===== config.mk =====
export PLATFORM = sky130hd
export DESIGN_NAME = icc_top
export DESIGN_NICKNAME = d
export VERILOG_FILES = /design/src/rtl/icc_pkg.sv /design/src/rtl/icc_fifo_if.sv /design/src/rtl/icc_top.sv /design/src/rtl/icc_fifo.sv /design/src/rtl/icc_edge.sv
export SDC_FILE = /design/constraint.sdc
export NUM_CORES = 1
export LEC_CHECK = 0
export ABC_AREA = 1
export BUFFER_PORTS_ARGS = -buffer_cell sky130_fd_sc_hd__buf_2
export CELL_PAD_IN_SITES_DETAIL_PLACEMENT = 0
export CELL_PAD_IN_SITES_GLOBAL_PLACEMENT = 1
export CORE_MARGIN = 10
export CORE_UTILIZATION = 45
export CTS_BUF_LIST = sky130_fd_sc_hd__clkbuf_8 sky130_fd_sc_hd__clkbuf_16
export DETAILED_ROUTE_END_ITERATION = 8
export GPL_ROUTABILITY_DRIVEN = 1
export HOLD_SLACK_MARGIN = 0.03
export PLACE_DENSITY = 0.77
export SLEW_MARGIN = 5
export SYNTH_ARGS = -nofsm -noshare
export SYNTH_HDL_FRONTEND = slang
export SYNTH_SLANG_ARGS = --single-unit
export TNS_END_PERCENT = 50

===== constraint.sdc =====
create_clock -name sys_clk -period 3.2 [get_ports sys_clk]
set_input_delay 0.8 -clock sys_clk [delete_from_list [all_inputs] [get_ports sys_clk]]
set_output_delay 0.8 -clock sys_clk [all_outputs]
set_load 0.02 [all_outputs]

===== src/rtl/icc_pkg.sv =====
/*
 * Shared constants and types of the input capture control block.
 * Assumes a single 250 MHz clock and 16-bit timer counts supplied from outside.
 */
package icc_pkg;

    // ****************************************
    // Register map
    // ****************************************
    localparam logic [3:0] ICC_ADDR_CTRL = 4'h0;
    localparam logic [3:0] ICC_ADDR_BUF = 4'h1;
    localparam logic [3:0] ICC_ADDR_IRQ_STAT = 4'h2;
    localparam logic [3:0] ICC_ADDR_IRQ_MASK = 4'h3;

    localparam logic [15:0] ICC_CTRL_RESET = 16'h0000;
    localparam logic [15:0] ICC_CTRL_WMASK = 16'h20E7;
    localparam int ICC_BIT_IDLE_HALT = 13;
    localparam int ICC_BIT_TIMEBASE = 7;
    localparam int ICC_POS_CPI = 5;
    localparam int ICC_BIT_OVF = 4;
    localparam int ICC_BIT_BNE = 3;
    localparam int ICC_POS_MODE = 0;

    // Interrupt status bits: capture interrupt, overflow, wake edge during sleep or idle.
    localparam int ICC_IRQ_W = 3;
    localparam int ICC_IRQ_CAP = 0;
    localparam int ICC_IRQ_OVF = 1;
    localparam int ICC_IRQ_WAKE = 2;

    // ****************************************
    // Buffer and prescaler sizes
    // ****************************************
    localparam int ICC_DEPTH = 4;
    localparam int ICC_PTR_W = 2;
    localparam logic [3:0] ICC_PRE4_LAST = 4'h3;
    localparam logic [3:0] ICC_PRE16_LAST = 4'hF;

    typedef enum logic [2:0] {
        ICC_M_OFF = 3'h0,
        ICC_M_BOTH = 3'h1,
        ICC_M_FALL = 3'h2,
        ICC_M_RISE = 3'h3,
        ICC_M_RISE4 = 3'h4,
        ICC_M_RISE16 = 3'h5,
        ICC_M_UNUSED = 3'h6,
        ICC_M_WAKE = 3'h7
    } icc_mode_t;

endpackage


===== src/rtl/icc_fifo_if.sv =====
/*
 * Interface carrying push and pop traffic between the control block and its capture buffer.
 * Assumes both ends sit on the same clock.
 */
`timescale 1ns/1ps
`default_nettype none
interface icc_fifo_if;
    logic push;
    logic [15:0] push_data;
    logic pop;
    logic flush;
    logic [15:0] head;
    logic full;
    logic empty;

    modport ctrl (output push, output push_data, output pop, output flush, input head, input full, input empty);
    modport buf_side (input push, input push_data, input pop, input flush, output head, output full, output empty);
endinterface
`default_nettype wire


===== src/rtl/icc_top.sv =====
/*
 * Input capture channel: control register, capture buffer, interrupt logic.
 * Assumes a synchronous capture pin, free-running timer counts and CPU power-state inputs.
 */
`timescale 1ns/1ps
`default_nettype none
module icc_top
(
    // Clock and reset
    input wire logic sys_clk,
    input wire logic nrst,
    // Register port
    input wire logic [3:0] reg_addr,
    input wire logic [15:0] reg_wdata,
    input wire logic reg_wr,
    input wire logic reg_rd,
    output logic [15:0] reg_rdata,
    // Capture input and timers
    input wire logic cap_pin,
    input wire logic [15:0] timer_two_count,
    input wire logic [15:0] timer_three_count,
    // CPU power state
    input wire logic cpu_idle,
    input wire logic cpu_sleep,
    // Interrupt
    output logic irq
);
    import icc_pkg::*;

    // ****************************************
    // State
    // ****************************************
    typedef struct packed {
        logic idle_halt_select;
        logic timebase_select;
        logic [1:0] captures_per_interrupt;
        logic capture_overflow_flag;
        logic [2:0] capture_mode_select;
        logic [1:0] cap_cnt;
        logic [ICC_IRQ_W-1:0] irq_stat;
        logic [ICC_IRQ_W-1:0] irq_mask;
        logic [15:0] rdata;
        logic irq;
    } icc_st_t;

    icc_st_t st_ff;
    icc_st_t nxt_st;
    icc_fifo_if fif ();
    logic rise;
    logic fall;
    logic cap_evt;
    logic run;
    logic capture_on;
    logic wake_mode;
    logic buffer_nonempty_flag;
    logic [15:0] ctrl_view;
    logic [ICC_IRQ_W-1:0] evt;
    logic [ICC_IRQ_W-1:0] w1c;

    assign wake_mode = (st_ff.capture_mode_select == ICC_M_WAKE);
    // Capture modes are 001..101; 000 and 110 leave the channel idle.
    assign capture_on = (st_ff.capture_mode_select != ICC_M_OFF) &&
        (st_ff.capture_mode_select != ICC_M_UNUSED) && !wake_mode;
    assign run = capture_on && !(st_ff.idle_halt_select && cpu_idle);
    assign buffer_nonempty_flag = !fif.empty;

    // ****************************************
    // Edge detection and buffer
    // ****************************************
    icc_edge u_edge
    (
        .sys_clk(sys_clk),
        .nrst(nrst),
        .run(run),
        .mode(st_ff.capture_mode_select),
        .cap_pin(cap_pin),
        .rise(rise),
        .fall(fall),
        .event_pulse(cap_evt)
    );

    icc_fifo u_fifo
    (
        .sys_clk(sys_clk),
        .nrst(nrst),
        .fb(fif.buf_side)
    );

    assign fif.push = cap_evt;
    assign fif.push_data = st_ff.timebase_select ? timer_two_count : timer_three_count;
    assign fif.pop = reg_rd && (reg_addr == ICC_ADDR_BUF);
    assign fif.flush = !capture_on;

    // Unimplemented bits are simply never assembled into the view.
    always_comb
    begin
        ctrl_view = 16'h0000;
        ctrl_view[ICC_BIT_IDLE_HALT] = st_ff.idle_halt_select;
        ctrl_view[ICC_BIT_TIMEBASE] = st_ff.timebase_select;
        ctrl_view[ICC_POS_CPI +: 2] = st_ff.captures_per_interrupt;
        // The stored flag clears one cycle after the buffer drains, so it is gated here.
        // Without the gate, a read right after the last pop would show overflow with an empty buffer.
        ctrl_view[ICC_BIT_OVF] = st_ff.capture_overflow_flag && buffer_nonempty_flag;
        ctrl_view[ICC_BIT_BNE] = buffer_nonempty_flag;
        ctrl_view[ICC_POS_MODE +: 3] = st_ff.capture_mode_select;
    end

    // ****************************************
    // Next state
    // ****************************************
    always_comb
    begin
        nxt_st = st_ff;
        evt = '0;
        w1c = '0;

        // Control writes; only writable bits are taken, status bits are read-only.
        if (reg_wr && (reg_addr == ICC_ADDR_CTRL))
        begin
            nxt_st.idle_halt_select = reg_wdata[ICC_BIT_IDLE_HALT] & ICC_CTRL_WMASK[ICC_BIT_IDLE_HALT];
            nxt_st.timebase_select = reg_wdata[ICC_BIT_TIMEBASE];
            nxt_st.captures_per_interrupt = reg_wdata[ICC_POS_CPI +: 2];
            nxt_st.capture_mode_select = reg_wdata[ICC_POS_MODE +: 3];
        end
        if (reg_wr && (reg_addr == ICC_ADDR_IRQ_MASK))
        begin
            nxt_st.irq_mask = reg_wdata[ICC_IRQ_W-1:0];
        end
        if (reg_wr && (reg_addr == ICC_ADDR_IRQ_STAT))
        begin
            w1c = reg_wdata[ICC_IRQ_W-1:0];
        end

        // Capture counting toward the interrupt.
        if (!run)
        begin
            nxt_st.cap_cnt = 2'b00;
        end
        else if (cap_evt)
        begin
            if (st_ff.capture_mode_select == ICC_M_BOTH)
            begin
                evt[ICC_IRQ_CAP] = 1'b1;
                nxt_st.cap_cnt = 2'b00;
            end
            else if (st_ff.cap_cnt == st_ff.captures_per_interrupt)
            begin
                evt[ICC_IRQ_CAP] = 1'b1;
                nxt_st.cap_cnt = 2'b00;
            end
            else
            begin
                nxt_st.cap_cnt = st_ff.cap_cnt + 2'b01;
            end
        end

        // Overflow: a capture lost to a full buffer.
        if (!capture_on || (fif.empty && !cap_evt))
        begin
            nxt_st.capture_overflow_flag = 1'b0;
        end
        if (cap_evt && fif.full)
        begin
            nxt_st.capture_overflow_flag = 1'b1;
            evt[ICC_IRQ_OVF] = 1'b1;
        end

        // Wake mode ignores every other control bit.
        if (wake_mode && (cpu_sleep || cpu_idle) && rise)
        begin
            evt[ICC_IRQ_WAKE] = 1'b1;
        end

        // Set beats clear so a same-cycle event is never lost.
        nxt_st.irq_stat = (st_ff.irq_stat & ~w1c) | evt;
        nxt_st.irq = |(nxt_st.irq_stat & nxt_st.irq_mask);

        // Registered read data, valid only the cycle after the strobe.
        nxt_st.rdata = 16'h0000;
        if (reg_rd)
        begin
            case (reg_addr)
                ICC_ADDR_CTRL: nxt_st.rdata = ctrl_view;
                ICC_ADDR_BUF: nxt_st.rdata = fif.empty ? 16'h0000 : fif.head;
                ICC_ADDR_IRQ_STAT: nxt_st.rdata = {13'h0000, st_ff.irq_stat};
                ICC_ADDR_IRQ_MASK: nxt_st.rdata = {13'h0000, st_ff.irq_mask};
                default: nxt_st.rdata = 16'h0000;
            endcase
        end
    end

    always_ff @(posedge sys_clk or negedge nrst)
    begin
        if (!nrst)
        begin
            st_ff <= '0;
        end
        else
        begin
            st_ff <= nxt_st;
        end
    end

    assign reg_rdata = st_ff.rdata;
    assign irq = st_ff.irq;
endmodule
`default_nettype wire


===== src/rtl/icc_fifo.sv =====
/*
 * Four-entry capture buffer holding latched timer counts.
 * Pushes while full are dropped here and do not enter the buffer; such captures are counted as overflow upstream.
 */
`timescale 1ns/1ps
`default_nettype none
module icc_fifo
(
    // Clock and reset
    input wire logic sys_clk,
    input wire logic nrst,
    // Buffer port
    icc_fifo_if.buf_side fb
);
    import icc_pkg::*;

    typedef struct packed {
        logic [ICC_PTR_W-1:0] wp;
        logic [ICC_PTR_W-1:0] rp;
        logic [ICC_PTR_W:0] cnt;
    } icc_fifo_st_t;

    icc_fifo_st_t st_ff;
    icc_fifo_st_t nxt_st;
    logic [15:0] mem_ff [ICC_DEPTH];
    logic do_push;
    logic do_pop;

    assign fb.full = (st_ff.cnt == (ICC_PTR_W+1)'(ICC_DEPTH));
    assign fb.empty = (st_ff.cnt == '0);
    assign fb.head = mem_ff[st_ff.rp];
    assign do_push = fb.push && !fb.full && !fb.flush;
    assign do_pop = fb.pop && !fb.empty && !fb.flush;

    always_comb
    begin
        nxt_st = st_ff;
        if (fb.flush)
        begin
            nxt_st = '0;
        end
        else
        begin
            if (do_push)
            begin
                nxt_st.wp = st_ff.wp + 1'b1;
            end
            if (do_pop)
            begin
                nxt_st.rp = st_ff.rp + 1'b1;
            end
            nxt_st.cnt = st_ff.cnt + (ICC_PTR_W+1)'(do_push) - (ICC_PTR_W+1)'(do_pop);
        end
    end

    always_ff @(posedge sys_clk or negedge nrst)
    begin
        if (!nrst)
        begin
            st_ff <= '0;
        end
        else
        begin
            st_ff <= nxt_st;
        end
    end

    // Storage has no reset: content is only visible after a push.
    always_ff @(posedge sys_clk)
    begin
        if (do_push)
        begin
            mem_ff[st_ff.wp] <= fb.push_data;
        end
    end
endmodule
`default_nettype wire


===== src/rtl/icc_edge.sv =====
/*
 * Edge detector and rising-edge prescaler for the capture input.
 * Assumes the capture pin is already synchronous to sys_clk.
 */
`timescale 1ns/1ps
`default_nettype none
module icc_edge
(
    // Clock and reset
    input wire logic sys_clk,
    input wire logic nrst,
    // Control
    input wire logic run,
    input wire logic [2:0] mode,
    // Pin
    input wire logic cap_pin,
    // Events
    output logic rise,
    output logic fall,
    output logic event_pulse
);
    import icc_pkg::*;

    typedef struct packed {
        logic pin_d;
        logic [3:0] pre;
    } icc_edge_st_t;

    icc_edge_st_t st_ff;
    icc_edge_st_t nxt_st;
    logic pre_hit;

    assign rise = cap_pin && !st_ff.pin_d;
    assign fall = !cap_pin && st_ff.pin_d;
    assign pre_hit = (mode == ICC_M_RISE4) ? (st_ff.pre == ICC_PRE4_LAST) : (st_ff.pre == ICC_PRE16_LAST);

    always_comb
    begin
        nxt_st = st_ff;
        nxt_st.pin_d = cap_pin;
        event_pulse = 1'b0;
        if (!run)
        begin
            // A halted or disabled channel restarts its prescaler from zero.
            nxt_st.pre = '0;
        end
        else
        begin
            case (mode)
                ICC_M_BOTH: event_pulse = rise || fall;
                ICC_M_FALL: event_pulse = fall;
                ICC_M_RISE: event_pulse = rise;
                ICC_M_RISE4, ICC_M_RISE16:
                begin
                    if (rise)
                    begin
                        event_pulse = pre_hit;
                        nxt_st.pre = pre_hit ? 4'h0 : st_ff.pre + 4'h1;
                    end
                end
                default: event_pulse = 1'b0;
            endcase
        end
    end

    always_ff @(posedge sys_clk or negedge nrst)
    begin
        if (!nrst)
        begin
            st_ff <= '0;
        end
        else
        begin
            st_ff <= nxt_st;
        end
    end
endmodule
`default_nettype wire


==> results of run 1 <==
## area by class of cell
type | instances | area [um^2]
clock inverters | 7 | 66.3
multi-input cells | 265 | 1550
fillers | 987 | 5310
flip-flops and latches | 109 | 3050
inverters | 46 | 183
well taps | 140 | 175
repair buffers | 73 | 383
clock buffers | 9 | 124
## cell families after synthesis
| logic type | count (synthesis) | synth area share |
|---|---|---|
| adder cells (fa/ha/maj) | 10 | 0.0267 |
| AND/OR/NAND/NOR | 154 | 0.145 |
| flip-flops | 109 | 0.614 |
| multiplexers | 20 | 0.0484 |
| AO/OA/AOI/OAI | 79 | 0.0890 |
| buffers and inverters | 75 | 0.0734 |
| XOR/XNOR | 2 | 0.00353 |
## worst register-to-register path, stage by stage (launching register included)
cell and delay, ps:
dfrtp_1 410, inv_1 110, nand2_1 90, nor2_2 200
nor2_4 80, nand2_4 80, nor2_1 40, ha_1 270
inv_1 40, ha_1 200, fa_1 380, o21ai_0 180
a21oi_1 60
## metrics by stage
stage / setup WS (ps) / util / cells / hold slack (ps)
after CTS: 918 / 0.510 / 649 / 532
after floorplan: 527 / - / 449 / 467
final: 899 / 0.510 / 649 / 525
after global routing: 716 / 0.510 / 649 / 549
after global placement: 550 / 0.492 / 633 / 484
after detailed placement: 506 / 0.492 / 633 / 503
## worst min-delay path by stage
stage	slack (ps)	startpoint	to
after floorplan	470	st_ff[22]	st_ff[22]
after global placement	480	st_ff[28]	st_ff[28]
after detailed placement	500	st_ff[22]	st_ff[22]
after CTS	530	st_ff[21]	st_ff[21]
after global routing	550	st_ff[22]	st_ff[22]
final	530	st_ff[28]	st_ff[28]
## routing by layer
| metal | share of wire | routed length (um) | GRT usage |
|---|---|---|---|
| met1 | 0.44 | 4540 | 0.160 |
| met2 | 0.49 | 5040 | 0.226 |
| met3 | 0.049 | 502 | 0.0368 |
| met4 | 0.020 | 204 | 0.0501 |
| met5 | 0 | 0 | 0 |
## state kept, by name (all words and copies together), names as in the netlist
signal / flops
ctrl_view: 7
irq: 1
reg_rdata: 16
st_ff: 9
u_edge.st_ff: 5
u_fifo.mem_ff: 64
u_fifo.st_ff: 7
## power by group
| group | total [mW] | leakage (nW) | internal [mW] | switching [mW] |
|---|---|---|---|---|
| registers | 1.68 | 1.18 | 1.60 | 0.0788 |
| clock network | 0.792 | 0.0949 | 0.301 | 0.491 |
| logic | 0.460 | 1.16 | 0.183 | 0.277 |
## cells in the final DEF (no fill, tap or decap), types with 3 or more instances in the layout
| cell type | count |
|---|---|
| clkbuf_8 | 9 |
| o21ai_1 | 5 |
| nand2_4 | 4 |
| dfrtp_1 | 45 |
| buf_4 | 7 |
| o21ai_0 | 43 |
| nor2_1 | 56 |
| mux2_4 | 4 |
| edfxtp_1 | 64 |
| nor3_1 | 5 |
| nand2_1 | 61 |
| nor2_4 | 3 |
| buf_2 | 66 |
| mux2_2 | 16 |
| a21oi_1 | 7 |
| ha_1 | 9 |
| inv_1 | 40 |
| nand3_1 | 11 |
| nand2_2 | 5 |
| o22ai_1 | 15 |
| nor2_2 | 3 |
| a22oi_1 | 4 |
| a41oi_1 | 3 |
==> qor.txt, run 1 <==
Worst setup path class: in2reg
Synth Flop Type: edfxtp_1
Placed cell areas: 5340 um^2
Clock sinks: 109
Initial DRC count: 248
Final worst path period share: 0.719
CTS tree: built
Clock Path Buffers: 2
Endpoints failing hold: 0
DR vias/cell: 5.04
Worst slew pin tran: 979 ps
Via Count: 3274
Worst Setup EP: u_fifo.st_ff[2]
Hold crit path type: reg2reg
Crit path depth: 12
Post-synth ARST share: 0.413
Largest net degree at the start of global routing: 46
Total gr overflow: 0
Required @ worst endpoint: 3470 ps
Unique cell type count in the Yosys netlist: 37
Number of buffers created by CTS: 9
Power Total: 2.93 mW
Post-synth EDFFs: 64
VDD IR-drop max: 0.000253 V
Overall die width: 125 um
Critical path cell sequence: buf_2, ha_1, nand3_1, nor2_1, nand3_1, nand2_2, nand3b_4, inv_2, ha_1, fa_1, o21ai_0, a21oi_1
Worst r2r path cells: 12
Vias in the first global route: 3358
Global-route usage over all layers: 0.134
Post-route ant nets: 0
Port Buffers: 66
Cell taking the most area after synthesis: edfxtp_1
Hold_buf cts: 0
Pwr/cell area: 531 nW/um^2
Clock Pin Slew Worst Setup and Hold Paths: 100 ps
R2r startpoint: u_fifo.st_ff[1]
Register area share after synthesis: 0.614
Final critical-path required period: 2300 ps
RSZ-0062 raised after global routing: no
Synthesized net count: 518
Hold Crit Depth: 2
Max incr delay on CP: 380 ps
Arrival time worst endpoint: 2570 ps
Post-CTS resize count: 0
Global-route wire length before repair: 16.9 mm
Fin nets: 573
Die footprint: 15600 um^2
Worst setup EP type: register
DR WL/cell: 15.8 um
Routed wire length: 10.3 mm
Max-slew violation count: 0
Count leader, synth: edfxtp_1
Diode count: 0
H-tree Lvls: 3
Die height: 125 um
Core ar.: 10800 um^2
R2r setup slk: 960 ps
HPWL Detailed: 7.31 mm
Status: complete, no violations
Max Cap Violations: 0
Synth-to-layout area growth: 11.4%
Drt first pass iters: 4
Initial antenna violation count: 0
Synthesized area: 4960 um^2
Reg2Reg Capture Point: u_fifo.st_ff[2]
Synth Instances: 449
Fmax: 0.435 GHz
Final setup viols: 0
Syn_area_per_cell: 11.1 um^2
Lkg Pwr: 2.44 nW
Share of the synthesized area in the top cell type: 0.387
Crit Path Max Fanout: 8
TNS Setup: 0 ps
CP Buf/Inv Count: 2
Final instance area: 5530 um^2
Initial Util: 0.458
Yosys Warn Count: 0
DRC viols: 0
Crit path max-delay cell type: fa_1
CP startpoint: cap_pin
Post-CTS Setup Bufs: 0
Number of synthesized register bits: 109
Worst-Skew Late Latency: 370 ps
Gpl congestion: 0.809
Layout cells sized above 1: 0.263
Max-slew headroom: 0.347
Largest delay contributor family on the critical path: adder cells
Num ports: 76
Rows: 38
Synth cell count leaders: edfxtp_1 (64), nand2_1 (61), nor2_1 (56), dfrtp_1 (45), o21ai_0 (43)
Crit path launch type: primary input
Clock Tree Root: clkbuf_8
Top post-synthesis cells by area: edfxtp_1 (39%), dfrtp_1 (23%), nand2_1 (4.6%), o21ai_0 (4.3%), nor2_1 (4.2%)
Clk_skew: 11.5 ps
Note: power is estimated with default switching activity, not from simulation.
==> run 2, diff against run 1 <==
==> constraint.sdc (replaced) <==
create_clock -name sys_clk -period 2.3 [get_ports sys_clk]
set_input_delay 0.575 -clock sys_clk [delete_from_list [all_inputs] [get_ports sys_clk]]
set_output_delay 0.575 -clock sys_clk [all_outputs]
set_load 0.02 [all_outputs]
==> qor.txt, run 2 (synthesized netlist as in run 1, its figures left out) <==
Synth-to-layout area growth: 16.2%
Largest register by flop count: u_fifo.mem_ff
DR vias/cell: 4.92
Layout cells sized above 1: 0.287
HPWL Detailed: 7.50 mm
Initial Util: 0.458
Pwr/cell area: 755 nW/um^2
Clock Pin Slew Worst Setup and Hold Paths: 110 ps
Clk_skew: 14.9 ps
Final setup viols: 0
Overall die width: 125 um
Fin nets: 590
Gpl congestion: 0.813
H-tree Lvls: 3
Int Power: 3.16 mW
Total gr overflow: 0
Number of buffers created by CTS: 9
Rows: 38
Clock Tree Root: clkbuf_8
Commonest non-fill, non-tap cell in the layout: buf_2
Arrival time worst endpoint: 2460 ps
Psw: 1.19 mW
Core ar.: 10800 um^2
Hold crit path type: in2async
Clock sinks: 109
Clock Path Buffers: 2
Register share of total power: 0.532
Num ports: 76
VDD IR-drop max: 0.000570 V
Hold_buf cts: 0
Required @ worst endpoint: 2580 ps
Endpoints failing hold: 0
Fmax: 0.459 GHz
Drt first pass iters: 4
Lkg Pwr: 2.56 nW
Routed wire length: 10.6 mm
Most frequent cells in the layout: buf_2 (66), edfxtp_1 (64), nand2_1 (61)
Max-slew violation count: 0
Final worst path period share: 0.948
Post-route ant nets: 0
Via Count: 3280
Die height: 125 um
Switching share of power: 0.273
Initial antenna violation count: 0
Global-route wire length before repair: 17.1 mm
Diode count: 0
Worst setup EP type: register
Crit Path Max Fanout: 3
Global-route usage over all layers: 0.137
Max reg flops: 64
R2r setup slk: 120 ps
Comb pwr share: 0.165
DR WL/cell: 15.9 um
Largest net degree at the start of global routing: 46
Worst slew pin tran: 563 ps
Final critical-path required period: 2180 ps
Die footprint: 15600 um^2
CTS tree: built
Max-slew headroom: 0.624
Max incr delay on CP: 410 ps
Port Buffers: 66
Critical path cell sequence: inv_1, nand2_1, nor2_4, nor2_4, nand2_4, nor2_1, ha_1, inv_1, ha_1, fa_1, o21ai_0, a21oi_1
Crit path max-delay cell type: dfrtp_1
Status: complete, no violations
Final Core Density: 0.532
Worst-Skew Late Latency: 390 ps
Clock power frac: 0.304
Worst setup path class: reg2reg
DRC viols: 0
Initial DRC count: 208
Max Cap Violations: 0
Power Total: 4.35 mW
Crit path launch type: register
Vias in the first global route: 3423
## run 2: changes by cell type in the layout (fill, tap and decap cells not counted), sizes merged
cell      delta
bufinv       +2
inv          -1
buf         +17
clkinvlp     -1
## run 2: worst paths after layout
| path | from | endpoint | cells past startpoint |
|---|---|---|---|
| hold reg to reg | st_ff[28] | st_ff[28] | 2 |
| setup / recovery | u_fifo.st_ff[1] | u_fifo.st_ff[2] | 12 |
| setup reg to reg | u_fifo.st_ff[1] | u_fifo.st_ff[2] | 12 |
| hold / removal | nrst | reg_rdata[8] | 2 |
| min in group sys_clk | cap_pin | u_edge.st_ff[4] | 1 |
| max in group asynchronous | nrst | ctrl_view[7] | 2 |
## run 2: power by group through the flow
| stage | sequential [mW] | combinational [mW] | clock (mW) |
|---|---|---|---|
| floorplan | 2.34 | 0.489 | 0 |
| global placement | 2.35 | 0.698 | 0 |
| detailed placement | 2.35 | 0.713 | 0 |
| CTS | 2.31 | 0.717 | 1.38 |
| global route | 2.33 | 0.812 | 1.45 |
| finish | 2.31 | 0.717 | 1.32 |
## run 2: per-stage QoR
stage	setup TNS [ps]	cells	hold WS, ps	area [um^2]	setup slack [ps]
after global placement	-65.8	649	491	5510	-13.5
after detailed placement	-1060	649	499	5510	-84.3
after global routing	-0.627	666	288	5760	-0.627
final	0	666	261	5760	119
after CTS	0	665	259	5750	75.4
after floorplan	-9450	449	279	4960	-148
## run 2: worst max-delay path, delay by kind of cell (launching register included)
family / cells / cell delay, ps
simple gates: 5 / 400
flops: 1 / 410
fa+ha+maj: 3 / 850
compound gates: 2 / 280
buf+inv: 2 / 140
## run 2: area by class of cell
cell class	instances	area [um^2]
multi-input combinational	265	1560
fill	992	5080
timing repair buffer	90	561
sequential	109	3050
tap	140	175
clock inverter	7	119
clock buffer	9	124
inverter	46	183
## run 2: metal layers
| layer | vias to the layer above | share of wire | track usage |
|---|---|---|---|
| li1 | 1651 | - | - |
| met1 | 1530 | 0.44 | 0.162 |
| met2 | 83 | 0.48 | 0.230 |
| met3 | 16 | 0.048 | 0.0431 |
| met4 | 0 | 0.025 | 0.0522 |
| met5 | - | 0 | 0 |
## run 2: timing repair
item                                    4_1_cts  5_1_grt
gates resized for setup                       0        1
endpoints found under the setup margin        0        1
buffers inserted                              0        1
